[config.mk]
export PLATFORM = sky130hd
export DESIGN_NAME = utric_ctrl
export DESIGN_NICKNAME = d
export VERILOG_FILES = /design/src/rtl/utric_pkg.sv /design/src/rtl/utric_baud.sv /design/src/rtl/utric_ctrl.sv
export SDC_FILE = /design/constraint.sdc
export NUM_CORES = 1
export LEC_CHECK = 0
export ABC_AREA = 1
export BUFFER_PORTS_ARGS = -buffer_cell sky130_fd_sc_hd__buf_4
export CORE_MARGIN = 3
export CORE_UTILIZATION = 50
export DETAILED_ROUTE_END_ITERATION = 10
export GPL_TIMING_DRIVEN = 0
export HOLD_SLACK_MARGIN = 0.08
export PLACE_DENSITY_LB_ADDON = 0.08
export SLEW_MARGIN = 20
export SYNTH_ARGS = -nofsm -noshare
export SYNTH_HDL_FRONTEND = slang
export SYNTH_SLANG_ARGS = --single-unit
[constraint.sdc]
create_clock -name CLOCK -period 1.3 [get_ports CLOCK]
set_input_delay 0.065 -clock CLOCK [delete_from_list [all_inputs] [get_ports CLOCK]]
set_output_delay 0.065 -clock CLOCK [all_outputs]
set_load 0.005 [all_outputs]
[src/rtl/utric_pkg.sv]
// Shared constants of the serial port enable and interrupt control block
package utric_pkg;
  // Register bus widths
  localparam int ADDR_W = 3;
  localparam int DATA_W = 8;
  localparam int WORD_W = 9;
  // Register offsets
  localparam logic [2:0] REG_CTRL2 = 3'h0;
  localparam logic [2:0] REG_CTRL1 = 3'h1;
  localparam logic [2:0] REG_BAUD = 3'h2;
  localparam logic [2:0] REG_STATUS = 3'h3;
  localparam logic [2:0] REG_DATA = 3'h4;
  // Reset values
  localparam logic [7:0] CTRL2_RESET = 8'h00;
  localparam logic [7:0] CTRL1_RESET = 8'h00;
  localparam logic [7:0] BAUD_RESET = 8'h00;
  localparam logic [8:0] WORD_RESET = 9'h000;
  // Second control register fields
  localparam int C2_TXEN = 7;
  localparam int C2_RXEN = 6;
  localparam int C2_HIGH_SPEED = 5;
  localparam int C2_ADDR_DET = 4;
  localparam int C2_WAKE = 3;
  localparam int C2_RX_IE = 2;
  localparam int C2_TX_IDLE_IE = 1;
  localparam int C2_TX_EMPTY_IE = 0;
  // First control register fields
  localparam int C1_MASTER = 7;
  localparam int C1_WORD_NINE = 6;
  localparam int C1_WAKE_IE = 4;
  // Status register fields
  localparam int ST_OVERRUN = 0;
  localparam int ST_RX_AVAIL = 1;
  localparam int ST_TX_IDLE = 2;
  localparam int ST_TX_EMPTY = 3;
  localparam int ST_ADDR = 4;
  localparam int ST_WAKE = 5;
  localparam int ST_INT = 6;
  localparam int ST_BIT_NINE = 7;
  // Received word bit positions for the address bit
  localparam int ADDR_BIT_8 = 7;
  localparam int ADDR_BIT_9 = 8;
  // Baud prescale terminal counts: divide by 64 or by 16
  localparam int PRESCALE_W = 6;
  localparam logic [5:0] PRESCALE_LOW = 6'h3F;
  localparam logic [5:0] PRESCALE_HIGH = 6'h0F;
  localparam logic [5:0] PRESCALE_ZERO = 6'h00;
  localparam logic [7:0] DIV_ZERO = 8'h00;
  localparam logic [7:0] READ_ZERO = 8'h00;
endpackage

[src/rtl/utric_baud.sv]
// Free running baud rate generator: bit tick every prescale*(N+1) clocks
`timescale 1ns/1ps
module utric_baud (
  input wire logic clk,
  input wire logic rst,
  input wire logic run,
  input wire logic high_speed,
  input wire logic [7:0] divisor,
  output logic tick
);
  logic [5:0] pre_cnt; // Prescale counter, counts up to the terminal count
  logic [7:0] div_cnt; // Eight bit timer, counts down from N
  wire [5:0] pre_top = high_speed ? utric_pkg::PRESCALE_HIGH : utric_pkg::PRESCALE_LOW;
  wire pre_wrap = (pre_cnt >= pre_top);
  wire div_wrap = pre_wrap && (div_cnt == utric_pkg::DIV_ZERO);
  wire [5:0] next_pre = pre_wrap ? utric_pkg::PRESCALE_ZERO : pre_cnt + 6'h01;

  // Counters restart whenever the port stops, so the first tick comes one prescale period after the start, without the N+1 factor
  always_ff @(posedge clk) begin
    if (rst || !run) begin
      pre_cnt <= utric_pkg::PRESCALE_ZERO;
      div_cnt <= utric_pkg::DIV_ZERO;
      tick <= 1'b0;
    end else begin
      pre_cnt <= next_pre; // RULE5 RULE6
      if (pre_wrap) begin
        div_cnt <= (div_cnt == utric_pkg::DIV_ZERO) ? divisor : div_cnt - 8'h01; // RULE6
      end
      tick <= div_wrap; // RULE6
    end
  end
endmodule

[src/rtl/utric_ctrl.sv]
// Serial port enable, address filter, wake-up and interrupt control block
// How it works
// RULE1: Transmit enable low aborts and floats transmitter
// RULE2: Transmitter runs only with both enables set
// RULE3: Receive enable low aborts and resets receiver
// RULE4: Receiver runs only with both enables set
// RULE5: Speed bit selects high or low baud
// RULE6: Bit rate is clock over 64/16 times N+1
// RULE7: Address words are marked and may interrupt
// RULE8: Address bit is eighth or ninth bit
// RULE9: Non-address words dropped while detect enabled
// RULE10: Word length select gives eight or nine bits
// RULE11: Falling edge with clock off requests wake-up
// RULE12: No wake-up while clock runs or disabled
// RULE13: Software restarts clock after wake-up request
// RULE14: Receive enable gates overrun and data flags
// RULE15: Idle enable gates transmitter idle flag
// RULE16: Empty enable gates transmitter empty flag
// RULE17: Master disable empties buffer and releases pins
// RULE18: Interrupt request ORs all enabled sources
`timescale 1ns/1ps
module utric_ctrl (
  input wire logic CLOCK,
  input wire logic RST,
  input wire logic [2:0] ADDR,
  input wire logic [7:0] WDATA,
  input wire logic WR,
  input wire logic RD,
  output logic [7:0] RDATA,
  input wire logic SERIAL_IN_PIN,
  input wire logic PORT_CLOCK_OFF,
  input wire logic TX_LINE,
  input wire logic TX_IDLE_IN,
  input wire logic TX_EMPTY_IN,
  input wire logic RX_WORD_VALID,
  input wire logic [8:0] RX_WORD,
  input wire logic RX_OVERRUN_EVT,
  output logic SERIAL_OUT_PIN,
  output logic SERIAL_OUT_OE,
  output logic RX_PIN_CONTROLLED,
  output logic RX_LINE,
  output logic TX_RUN,
  output logic RX_RUN,
  output logic WORD_NINE,
  output logic BAUD_TICK,
  output logic WAKE_REQUEST,
  output logic INT_REQUEST
);
  // Software visible registers
  logic [7:0] uart_tx_rx_int_control; // Second control register
  logic [7:0] ctrl1; // Master enable, word length, wake interrupt enable
  logic [7:0] baud_divisor_register; // Divisor N
  // Received word holding buffer and its flags
  logic [8:0] rx_hold; // Last accepted word
  logic receive_available_flag; // Accepted word waiting to be read
  logic overrun_flag; // Word lost while buffer was full
  logic addr_flag; // Accepted word was an address
  logic wake_flag; // Wake-up request pending
  // Input synchroniser for the receive pin
  logic sync_a; // First stage, read only by the second stage
  logic sync_b; // Second stage
  logic sync_c; // Third stage
  logic rx_level; // Debounced receive level

  // Field views of the control registers
  wire transmit_enable_bit = uart_tx_rx_int_control[utric_pkg::C2_TXEN];
  wire receive_enable_bit = uart_tx_rx_int_control[utric_pkg::C2_RXEN];
  wire baud_speed_select = uart_tx_rx_int_control[utric_pkg::C2_HIGH_SPEED];
  wire address_detect_enable = uart_tx_rx_int_control[utric_pkg::C2_ADDR_DET];
  wire receive_wake_enable = uart_tx_rx_int_control[utric_pkg::C2_WAKE];
  wire receive_interrupt_enable = uart_tx_rx_int_control[utric_pkg::C2_RX_IE];
  wire transmit_idle_interrupt_enable = uart_tx_rx_int_control[utric_pkg::C2_TX_IDLE_IE];
  wire transmit_empty_interrupt_enable = uart_tx_rx_int_control[utric_pkg::C2_TX_EMPTY_IE];
  wire port_master_enable = ctrl1[utric_pkg::C1_MASTER];
  wire word_length_select = ctrl1[utric_pkg::C1_WORD_NINE];
  wire wake_interrupt_enable = ctrl1[utric_pkg::C1_WAKE_IE];

  // Transmitter and receiver run only with their own and the master enable
  wire tx_run = port_master_enable && transmit_enable_bit; // RULE1 RULE2
  wire rx_run = port_master_enable && receive_enable_bit; // RULE3 RULE4

  // Address decode of the register port
  wire hit_ctrl2 = (ADDR == utric_pkg::REG_CTRL2);
  wire hit_ctrl1 = (ADDR == utric_pkg::REG_CTRL1);
  wire hit_baud = (ADDR == utric_pkg::REG_BAUD);
  wire hit_status = (ADDR == utric_pkg::REG_STATUS);
  wire hit_data = (ADDR == utric_pkg::REG_DATA);
  wire wr_ctrl2 = WR && hit_ctrl2;
  wire wr_ctrl1 = WR && hit_ctrl1;
  wire wr_baud = WR && hit_baud;
  wire wr_status = WR && hit_status;
  wire rd_data = RD && hit_data;

  // Address bit position follows the word length
  wire received_bit_eight = RX_WORD[utric_pkg::ADDR_BIT_8];
  wire received_bit_nine = RX_WORD[utric_pkg::ADDR_BIT_9];
  wire addr_bit = word_length_select ? received_bit_nine : received_bit_eight; // RULE8 RULE10
  // With detection on, only address words pass the filter
  wire word_accept = RX_WORD_VALID && rx_run && (!address_detect_enable || addr_bit); // RULE9
  wire word_is_addr = address_detect_enable && addr_bit; // RULE7
  // Ninth bit only exists in nine bit mode
  wire [8:0] word_masked = word_length_select ? RX_WORD :
                           {1'b0, RX_WORD[utric_pkg::ADDR_BIT_9 - 1:0]}; // RULE10

  // Overrun: a new word arrives while the previous one is still unread
  wire buffer_busy = receive_available_flag && !rd_data;
  wire overrun_evt = rx_run && (RX_OVERRUN_EVT || (word_accept && buffer_busy));

  // Receive pin falling edge, taken once the last two stages agree
  wire levels_agree = (sync_b == sync_c);
  wire rx_fall = levels_agree && rx_level && !sync_c;
  // Wake-up only with the wake bit set and the port clock stopped
  wire wake_evt = rx_fall && receive_wake_enable && PORT_CLOCK_OFF; // RULE11 RULE12

  // Transmitter flags read as set while the transmitter is held in reset
  wire transmitter_idle_flag = !tx_run || TX_IDLE_IN; // RULE17
  wire transmitter_empty_flag = !tx_run || TX_EMPTY_IN; // RULE17

  // Next values of the receive flags: set wins over clear
  wire next_avail = word_accept ? 1'b1 : (rd_data ? 1'b0 : receive_available_flag);
  wire clr_ovr = wr_status && WDATA[utric_pkg::ST_OVERRUN];
  wire clr_addr = wr_status && WDATA[utric_pkg::ST_ADDR];
  wire clr_wake = wr_status && WDATA[utric_pkg::ST_WAKE];
  wire next_ovr = overrun_evt ? 1'b1 : (clr_ovr ? 1'b0 : overrun_flag);
  wire next_addr = (word_accept && word_is_addr) ? 1'b1 :
                   ((clr_addr || (word_accept && !word_is_addr)) ? 1'b0 : addr_flag);
  wire next_wake = wake_evt ? 1'b1 : (clr_wake ? 1'b0 : wake_flag);

  // Interrupt sources, each gated by its own enable
  wire irq_rx = receive_interrupt_enable && (overrun_flag || receive_available_flag); // RULE14 RULE7
  wire irq_idle = transmit_idle_interrupt_enable && transmitter_idle_flag; // RULE15
  wire irq_empty = transmit_empty_interrupt_enable && transmitter_empty_flag; // RULE16
  wire irq_wake = wake_interrupt_enable && wake_flag; // RULE11
  wire next_irq = irq_rx || irq_idle || irq_empty || irq_wake; // RULE18

  // Status word as seen by software
  wire [7:0] status_word = {rx_hold[utric_pkg::ADDR_BIT_9], INT_REQUEST, wake_flag, addr_flag,
                            transmitter_empty_flag, transmitter_idle_flag,
                            receive_available_flag, overrun_flag};

  // Read data multiplexer; unmapped offsets read as zero
  wire [7:0] next_rdata = !RD ? utric_pkg::READ_ZERO :
                          hit_ctrl2 ? uart_tx_rx_int_control :
                          hit_ctrl1 ? ctrl1 :
                          hit_baud ? baud_divisor_register :
                          hit_status ? status_word :
                          hit_data ? rx_hold[utric_pkg::ADDR_BIT_9 - 1:0] :
                          utric_pkg::READ_ZERO;

  // Next value of the second control register; master disable drops both enables
  wire master_off = wr_ctrl1 ? !WDATA[utric_pkg::C1_MASTER] : !port_master_enable;
  wire [7:0] ctrl2_written = wr_ctrl2 ? WDATA : uart_tx_rx_int_control;
  wire [7:0] next_ctrl2 = master_off ?
    (ctrl2_written & ~((8'h01 << utric_pkg::C2_TXEN) | (8'h01 << utric_pkg::C2_RXEN))) :
    ctrl2_written; // RULE17

  // Control registers
  always_ff @(posedge CLOCK) begin
    if (RST) begin
      uart_tx_rx_int_control <= utric_pkg::CTRL2_RESET;
      ctrl1 <= utric_pkg::CTRL1_RESET;
      baud_divisor_register <= utric_pkg::BAUD_RESET;
    end else begin
      uart_tx_rx_int_control <= next_ctrl2;
      if (wr_ctrl1) begin
        ctrl1 <= WDATA;
      end
      if (wr_baud) begin
        baud_divisor_register <= WDATA;
      end
    end
  end

  // Received word buffer and flags; disabling the receiver empties it
  always_ff @(posedge CLOCK) begin
    if (RST || !rx_run) begin
      rx_hold <= utric_pkg::WORD_RESET; // RULE3 RULE17
      receive_available_flag <= 1'b0; // RULE3 RULE17
      overrun_flag <= 1'b0; // RULE3 RULE17
      addr_flag <= 1'b0;
    end else begin
      if (word_accept && !buffer_busy) begin
        rx_hold <= word_masked; // RULE9
      end
      receive_available_flag <= next_avail;
      overrun_flag <= next_ovr;
      addr_flag <= next_addr; // RULE7
    end
  end

  // Receive pin synchroniser, kept running for the wake-up path
  always_ff @(posedge CLOCK) begin
    if (RST) begin
      sync_a <= 1'b1;
      sync_b <= 1'b1;
      sync_c <= 1'b1;
      rx_level <= 1'b1;
    end else begin
      sync_a <= SERIAL_IN_PIN;
      sync_b <= sync_a;
      sync_c <= sync_b;
      if (levels_agree) begin
        rx_level <= sync_c;
      end
    end
  end

  // Wake-up request stays until software clears it after restarting the clock
  always_ff @(posedge CLOCK) begin
    if (RST) begin
      wake_flag <= 1'b0;
      WAKE_REQUEST <= 1'b0;
    end else begin
      wake_flag <= next_wake; // RULE11 RULE13
      WAKE_REQUEST <= next_wake; // RULE11
    end
  end

  // Pin control and engine run outputs
  always_ff @(posedge CLOCK) begin
    if (RST) begin
      SERIAL_OUT_PIN <= 1'b1;
      SERIAL_OUT_OE <= 1'b0;
      RX_PIN_CONTROLLED <= 1'b0;
      RX_LINE <= 1'b1;
      TX_RUN <= 1'b0;
      RX_RUN <= 1'b0;
      WORD_NINE <= 1'b0;
    end else begin
      SERIAL_OUT_PIN <= tx_run ? TX_LINE : 1'b1; // RULE2
      SERIAL_OUT_OE <= tx_run; // RULE1 RULE2 RULE17
      RX_PIN_CONTROLLED <= rx_run; // RULE3 RULE4 RULE17
      RX_LINE <= rx_run ? rx_level : 1'b1; // RULE4
      TX_RUN <= tx_run; // RULE1
      RX_RUN <= rx_run; // RULE3
      WORD_NINE <= word_length_select; // RULE10
    end
  end

  // Interrupt request and read data
  always_ff @(posedge CLOCK) begin
    if (RST) begin
      INT_REQUEST <= 1'b0;
      RDATA <= utric_pkg::READ_ZERO;
    end else begin
      INT_REQUEST <= next_irq; // RULE18
      RDATA <= next_rdata;
    end
  end

  // Baud generator runs while the port is enabled
  utric_baud u_baud (
    .clk(CLOCK),
    .rst(RST),
    .run(port_master_enable),
    .high_speed(baud_speed_select),
    .divisor(baud_divisor_register),
    .tick(BAUD_TICK)
  );
endmodule

==> flow_summary.ini, run 1 <==
[setup_path]
path_buf_inv = 1
startpoint_type = flip-flop
critPathArrivalTime_ns = 1.57
slowest_stage = dfxtp_4
worstSetupPathType = flip-flop to flip-flop
critPathMaxStageDelay_ns = 0.39
cp_max_fo = 6
crit_path_frequent_cell = nand2_1
crit_family = flip-flops
required_ns = 1.54
cp-end-kind = flip-flop
crit_path_cell_trace = ha_4 -> a21oi_2 -> o21a_4 -> buf_6 -> nor2_4 -> nand2_1 -> nand2_1

[placed_design]
hpwl_um = 5770
place.gp.congestion = 0.874
portBuffers = 48

[hold_path]
hp-class = input port to flip-flop

[logic_synthesis]
synth.distinct_cells = 32
syn_inst = 451
ys_seq_area_frac = 0.436
mappedNetlistNets = 487
avgSynthCellArea_um2 = 7.13
synth_area_um2 = 3220
yosysTopAreaCell = dfxtp_1
yosys-top-cells-area = dfxtp_1, nand2_1, nor2_1
synth_top_area_frac = 0.436
yosys_warnings = 0
ys_ff_latch = 70

[global_routing]
track_usage = 0.228
met2_usage = 0.379
antenna_found_initial = 0
overflow = 0
grt_pass1_wl_um = 13500
grt_pass1_vias = 3017
grt-busiest-layer = met2
grtUsageMet1 = 0.290
met3_usage = 0.0418
grt_start_max_net_pins = 12

[power_and_ir_drop]
ir_drop_uv = 673
p_leak_nw = 1.91
power_density_nw_per_um2 = 1020

[die]
die_h_um = 86.2
die_area_um2 = 7430
core_area_um2 = 6060
initial_core_util = 0.531
die_w_um = 86.2
top_level_ports = 49
rows = 28

[final_layout]
area_growth_syn_to_layout_pct = 35.4
drive_above_1_share = 0.269
diodes = 0
final_nets = 578
fillers = 522

[clock_tree]
insertion_delay_ns = 0.34
tritoncts = done
clock_sinks = 70
root_buffer = clkbuf_8
clk_pin_slew_ns = 0.07
htree_levels = 3
clockBufferDepth = 2
cts_buffers = 9

[sta]
finalHoldViolCount = 0
final.setup.tns_ns = -0.0592
fmax_mhz = 752
layout_setup_ws_ns = -0.0292
fin_crit_ns = 1.33
hold_ws_ns = 0.112
period_share = 1.02
slew_viol_final = 0
rsz0062_at_grt = true
worstMarginPinSlew_ns = 0.634
setup_viol = 7
fin_skew_ns = 0.00628
max_slew_margin = 0.576

[route]
routed_wl_um = 8080
vias = 3105
first_pass_iters = 4
avgViaCountPerCell = 4.99
drtIter0Drc = 175
drtAntennaViolNets = 0
drc = 0
wl_per_cell_um = 13.0

[run]
maxCapViolations = 0

[status]
status = complete, but fails checks
failed_checks = setup timing
## power breakdown
group	switching, mW	internal (mW)	total, mW
clock	0.785	1.13	1.91
combinational	0.176	0.175	0.351
sequential	0.0195	2.18	2.20
## layout make-up
type | count | area [µm²] | area share
plain buffers | 13 | 106 | 0.0244
clock buffers | 12 | 145 | 0.0333
repair buffers | 80 | 659 | 0.151
well taps | 75 | 93.8 | 0.0215
flip-flops and latches | 70 | 1410 | 0.325
inverters | 56 | 218 | 0.0500
multi-input cells | 312 | 1650 | 0.379
clock inverters | 4 | 70.1 | 0.0161
## flip-flops by register name (all words and copies together), names as in the netlist
| register | flops |
|---|---|
| rx_hold | 9 |
| RX_RUN | 1 |
| wake_flag | 1 |
| rx_level | 1 |
| sync_b | 1 |
| u_baud.pre_cnt | 6 |
| INT_REQUEST | 1 |
| SERIAL_OUT_PIN | 1 |
| WORD_NINE | 1 |
| u_baud.tick | 1 |
| uart_tx_rx_int_control | 8 |
| u_baud.div_cnt | 8 |
| sync_c | 1 |
| baud_divisor_register | 8 |
| sync_a | 1 |
| RDATA | 8 |
| ctrl1 | 8 |
| receive_available_flag | 1 |
| RX_LINE | 1 |
| addr_flag | 1 |
| overrun_flag | 1 |
| TX_RUN | 1 |
## synthesized netlist by cell type
cell type / count
nand2_2: 9
inv_2: 7
o211ai_1: 5
o21ai_1: 13
nand2_1: 116
ha_1: 5
clkbuf_1: 1
dfxtp_1: 70
o21ai_2: 1
inv_1: 48
nor3_1: 3
buf_4: 3
o22ai_1: 2
nor2_2: 2
buf_2: 4
nand2_4: 2
nand3_2: 1
o21a_1: 4
a21oi_2: 2
inv_4: 1
buf_1: 1
nand3_1: 33
xnor2_1: 1
a21oi_1: 33
nor2_4: 3
nand4_1: 2
xor2_1: 1
or2_2: 4
nand3b_1: 7
nor2_1: 52
o21ai_0: 11
buf_6: 4
## per-layer routing
metal | routed length, µm | vias to the layer above
met5 | 0 | -
met4 | 138 | 0
met3 | 396 | 13
met2 | 3860 | 86
met1 | 3680 | 1384
li1 | - | 1622
## worst reg2reg max path, cell delays in order, from the launching register on
cell and delay, ns:
dfxtp_4 0.39, ha_4 0.21, a21oi_2 0.15, o21a_4 0.20
buf_6 0.14, nor2_4 0.04, nand2_1 0.05, nand2_1 0.04
## worst paths after layout
kind	from	endpoint	slack [ns]	cells after the start
worst max-delay path	uart_tx_rx_int_control[5]	u_baud.div_cnt[6]	-0.03	7
worst min-delay path	RST	ctrl1[5]	0.11	4
worst max register to register	uart_tx_rx_int_control[5]	u_baud.div_cnt[6]	-0.03	7
worst min register to register	sync_a	sync_b	0.41	1
## cells by family (layout without fill, tap and decap cells)
logic type / Yosys count / count (layout) / synth area share
AOI/OAI and AO/OA: 71 / 71 / 0.122
DFF: 70 / 70 / 0.436
xor gates and xnor gates: 2 / 2 / 0.00545
adders and majority gates: 5 / 5 / 0.0194
and+or+nand+nor: 234 / 234 / 0.322
buffers and inverters: 69 / 165 / 0.0957
## layout by cell type, fill, tap and decap left out, types with 3 or more instances in the layout
cell	synthesis	layout
a21oi_1	33	31
a21oi_2	2	4
buf_4	3	60
buf_6	4	6
clkbuf_1	1	3
clkbuf_8	0	10
dfxtp_1	70	62
dfxtp_2	0	7
dlygate4sd3_1	0	22
ha_4	0	5
inv_1	48	44
inv_2	7	9
inv_4	1	3
nand2_1	116	112
nand2_2	9	12
nand2_4	2	3
nand3_1	33	31
nand3_2	1	3
nand3b_1	7	7
nor2_1	52	46
nor2_2	2	3
nor2_4	3	8
nor3_1	3	3
o211ai_1	5	5
o21a_1	4	3
o21ai_0	11	11
o21ai_1	13	13
or2_2	4	4
## what timing repair did
item                                    in CTS  in global routing
resized for setup                           24                 27
cloned                                       1                  0
endpoints found under the setup margin      15                 21
pin swaps                                    2                  6
buffers inserted                             1                  8
hold endpoints to repair                    37                  0
hold buffers                                22                  0
## per-stage QoR
step / setup WS (ns) / std cells / total power [mW] / instance area, µm² / utilization
detailed placement: -0.195 / 574 / 2.53 / 3680 / 0.607
CTS: -0.0103 / 614 / 4.48 / 4210 / 0.694
global placement: -0.164 / 574 / 2.53 / 3680 / 0.607
floorplan: 0.0104 / 451 / 2.39 / 3220 / -
global route: -0.0980 / 622 / 4.61 / 4360 / 0.719
finish: -0.0292 / 622 / 4.46 / 4360 / 0.719
Note: power is estimated with default switching activity, not from simulation.
==> run 2: changes to the inputs <==
- RECOVER_POWER: default -> 50
==> run 2 against run 1 <==
Compared with the run above:
- the flow still finishes with violations (setup timing)
- count of clock-buffer cells in the layout did not move
- critical path depth stayed put
- hold slack got worse by 0.0016 ns
- global-route usage stayed put
- largest power group unchanged
- clock power about the same
- sequential cell count stayed put
- sequential power barely moved
- clock skew hardly changed
- combinational power fell by 2%
- register-to-register slack is essentially flat
- critical path type unchanged
- cell count stayed put
- maximum frequency shrank 0.15%
- largest cell class unchanged
==> flow_summary.ini, run 2 (synthesis gave the netlist of run 1 again) <==
[status]
status = complete, but fails checks
failed_checks = setup timing

[sta]
finalHoldViolCount = 0
worstMarginPinSlew_ns = 0.636
slew_viol_final = 0
max_slew_margin = 0.574
rsz0062_at_grt = true
layout_setup_ws_ns = -0.0312
fmax_mhz = 751
final.setup.tns_ns = -0.0779
period_share = 1.02
fin_crit_ns = 1.33
setup_viol = 6
fin_skew_ns = 0.00647

[route]
avgViaCountPerCell = 5.01
drtIter0Drc = 176
drtAntennaViolNets = 0
routed_wl_um = 8100
drc = 0
first_pass_iters = 4
vias = 3114
wl_per_cell_um = 13.0

[placed_design]
placed_area_um2 = 3680
portBuffers = 48
post-place-ws_ns = -0.195
placed_cells = 574
hpwl_um = 5770
place.gp.congestion = 0.874

[clock_tree]
insertion_delay_ns = 0.34
tritoncts = done
clockBufferDepth = 2
htree_levels = 3
root_buffer = clkbuf_8
cts_buffers = 9
clk_pin_slew_ns = 0.07
clock_sinks = 70

[final_layout]
final_nets = 578
stdcell_area_um2 = 4330
regMostFlops = rx_hold
multi_input_area_um2 = 1640
drive_above_1_share = 0.261
stdcell_count = 622
most-common-layout-cells = nand2_1, dfxtp_1, nor2_1, inv_1, buf_4
largest_reg_flops = 9
fillers = 526
area_growth_syn_to_layout_pct = 34.7
seq_area_um2 = 1410
postLayoutCoreUtil = 0.715
diodes = 0
layout_commonest_cell = nand2_1

[run]
maxCapViolations = 0

[global_routing]
track_usage = 0.228
grt_pass1_wl_um = 13500
antenna_found_initial = 0
overflow = 0
grt_start_max_net_pins = 12
grt_pass1_vias = 3017

[setup_path]
critPathArrivalTime_ns = 1.57
worstSetupPathType = flip-flop to flip-flop
startpoint_type = flip-flop
required_ns = 1.54
cp_max_fo = 6
cp-end-kind = flip-flop

[power_and_ir_drop]
power_density_nw_per_um2 = 1030
ir_drop_uv = 673
p_leak_nw = 1.90

[die]
rows = 28
die_area_um2 = 7430
initial_core_util = 0.531
core_area_um2 = 6060
top_level_ports = 49
die_w_um = 86.2
die_h_um = 86.2

[hold_path]
hp-class = input port to flip-flop
-- run 2: critical path: stages (launching register included) --
cell and delay [ns]:
dfxtp_4 0.39, ha_4 0.21, a21oi_2 0.15, o21a_4 0.20
buf_6 0.14, nor2_4 0.04, nand2_1 0.05, nand2_1 0.04
-- run 2: layout make-up --
type,instances,share of cell area
tap,75,0.0217
sequential,70,0.326
timing repair buffer,80,0.151
clock buffer,12,0.0335
inverter,56,0.0503
multi-input combinational,312,0.378
clock inverter,4,0.0162
buffer,13,0.0231
-- run 2: report_power, final --
group          switching [mW]  internal, mW  total [mW]
clock                   0.789          1.13        1.92
combinational           0.173         0.170       0.343
sequential             0.0193          2.18        2.20
total                   0.981          3.47        4.46
-- run 2: per-layer routing --
metal | vias to the layer above | global-route usage | wire (µm)
li1 | 1620 | - | -
met1 | 1408 | 0.290 | 3760
met2 | 72 | 0.379 | 3890
met3 | 14 | 0.0418 | 304
met4 | 0 | 0.0949 | 146
met5 | - | 0 | 0
-- run 2: final timing paths --
| path | from | end | slack, ns | depth (start not counted) |
|---|---|---|---|---|
| max | uart_tx_rx_int_control[5] | u_baud.div_cnt[6] | -0.03 | 7 |
| min | RST | ctrl1[5] | 0.11 | 4 |
| min reg2reg | sync_a | sync_b | 0.41 | 1 |
| max reg2reg | uart_tx_rx_int_control[5] | u_baud.div_cnt[6] | -0.03 | 7 |
-- run 2: stage by stage --
stage	hold WS, ns	power, mW
after floorplan	0.157	2.39
after global placement	0.244	2.53
after detailed placement	0.250	2.53
after CTS	0.0988	4.48
after global routing	0.134	4.60
final	0.111	4.46
-- run 2: timing repair --
| item | in CTS | in global routing |
|---|---|---|
| hold buffers | 22 | 0 |
| pin swaps | 2 | 6 |
| endpoints found under the hold margin | 37 | 0 |
| gates resized for setup | 24 | 27 |
| setup buffers | 1 | 8 |
| cloned | 1 | 0 |
| endpoints found under the setup margin | 15 | 21 |
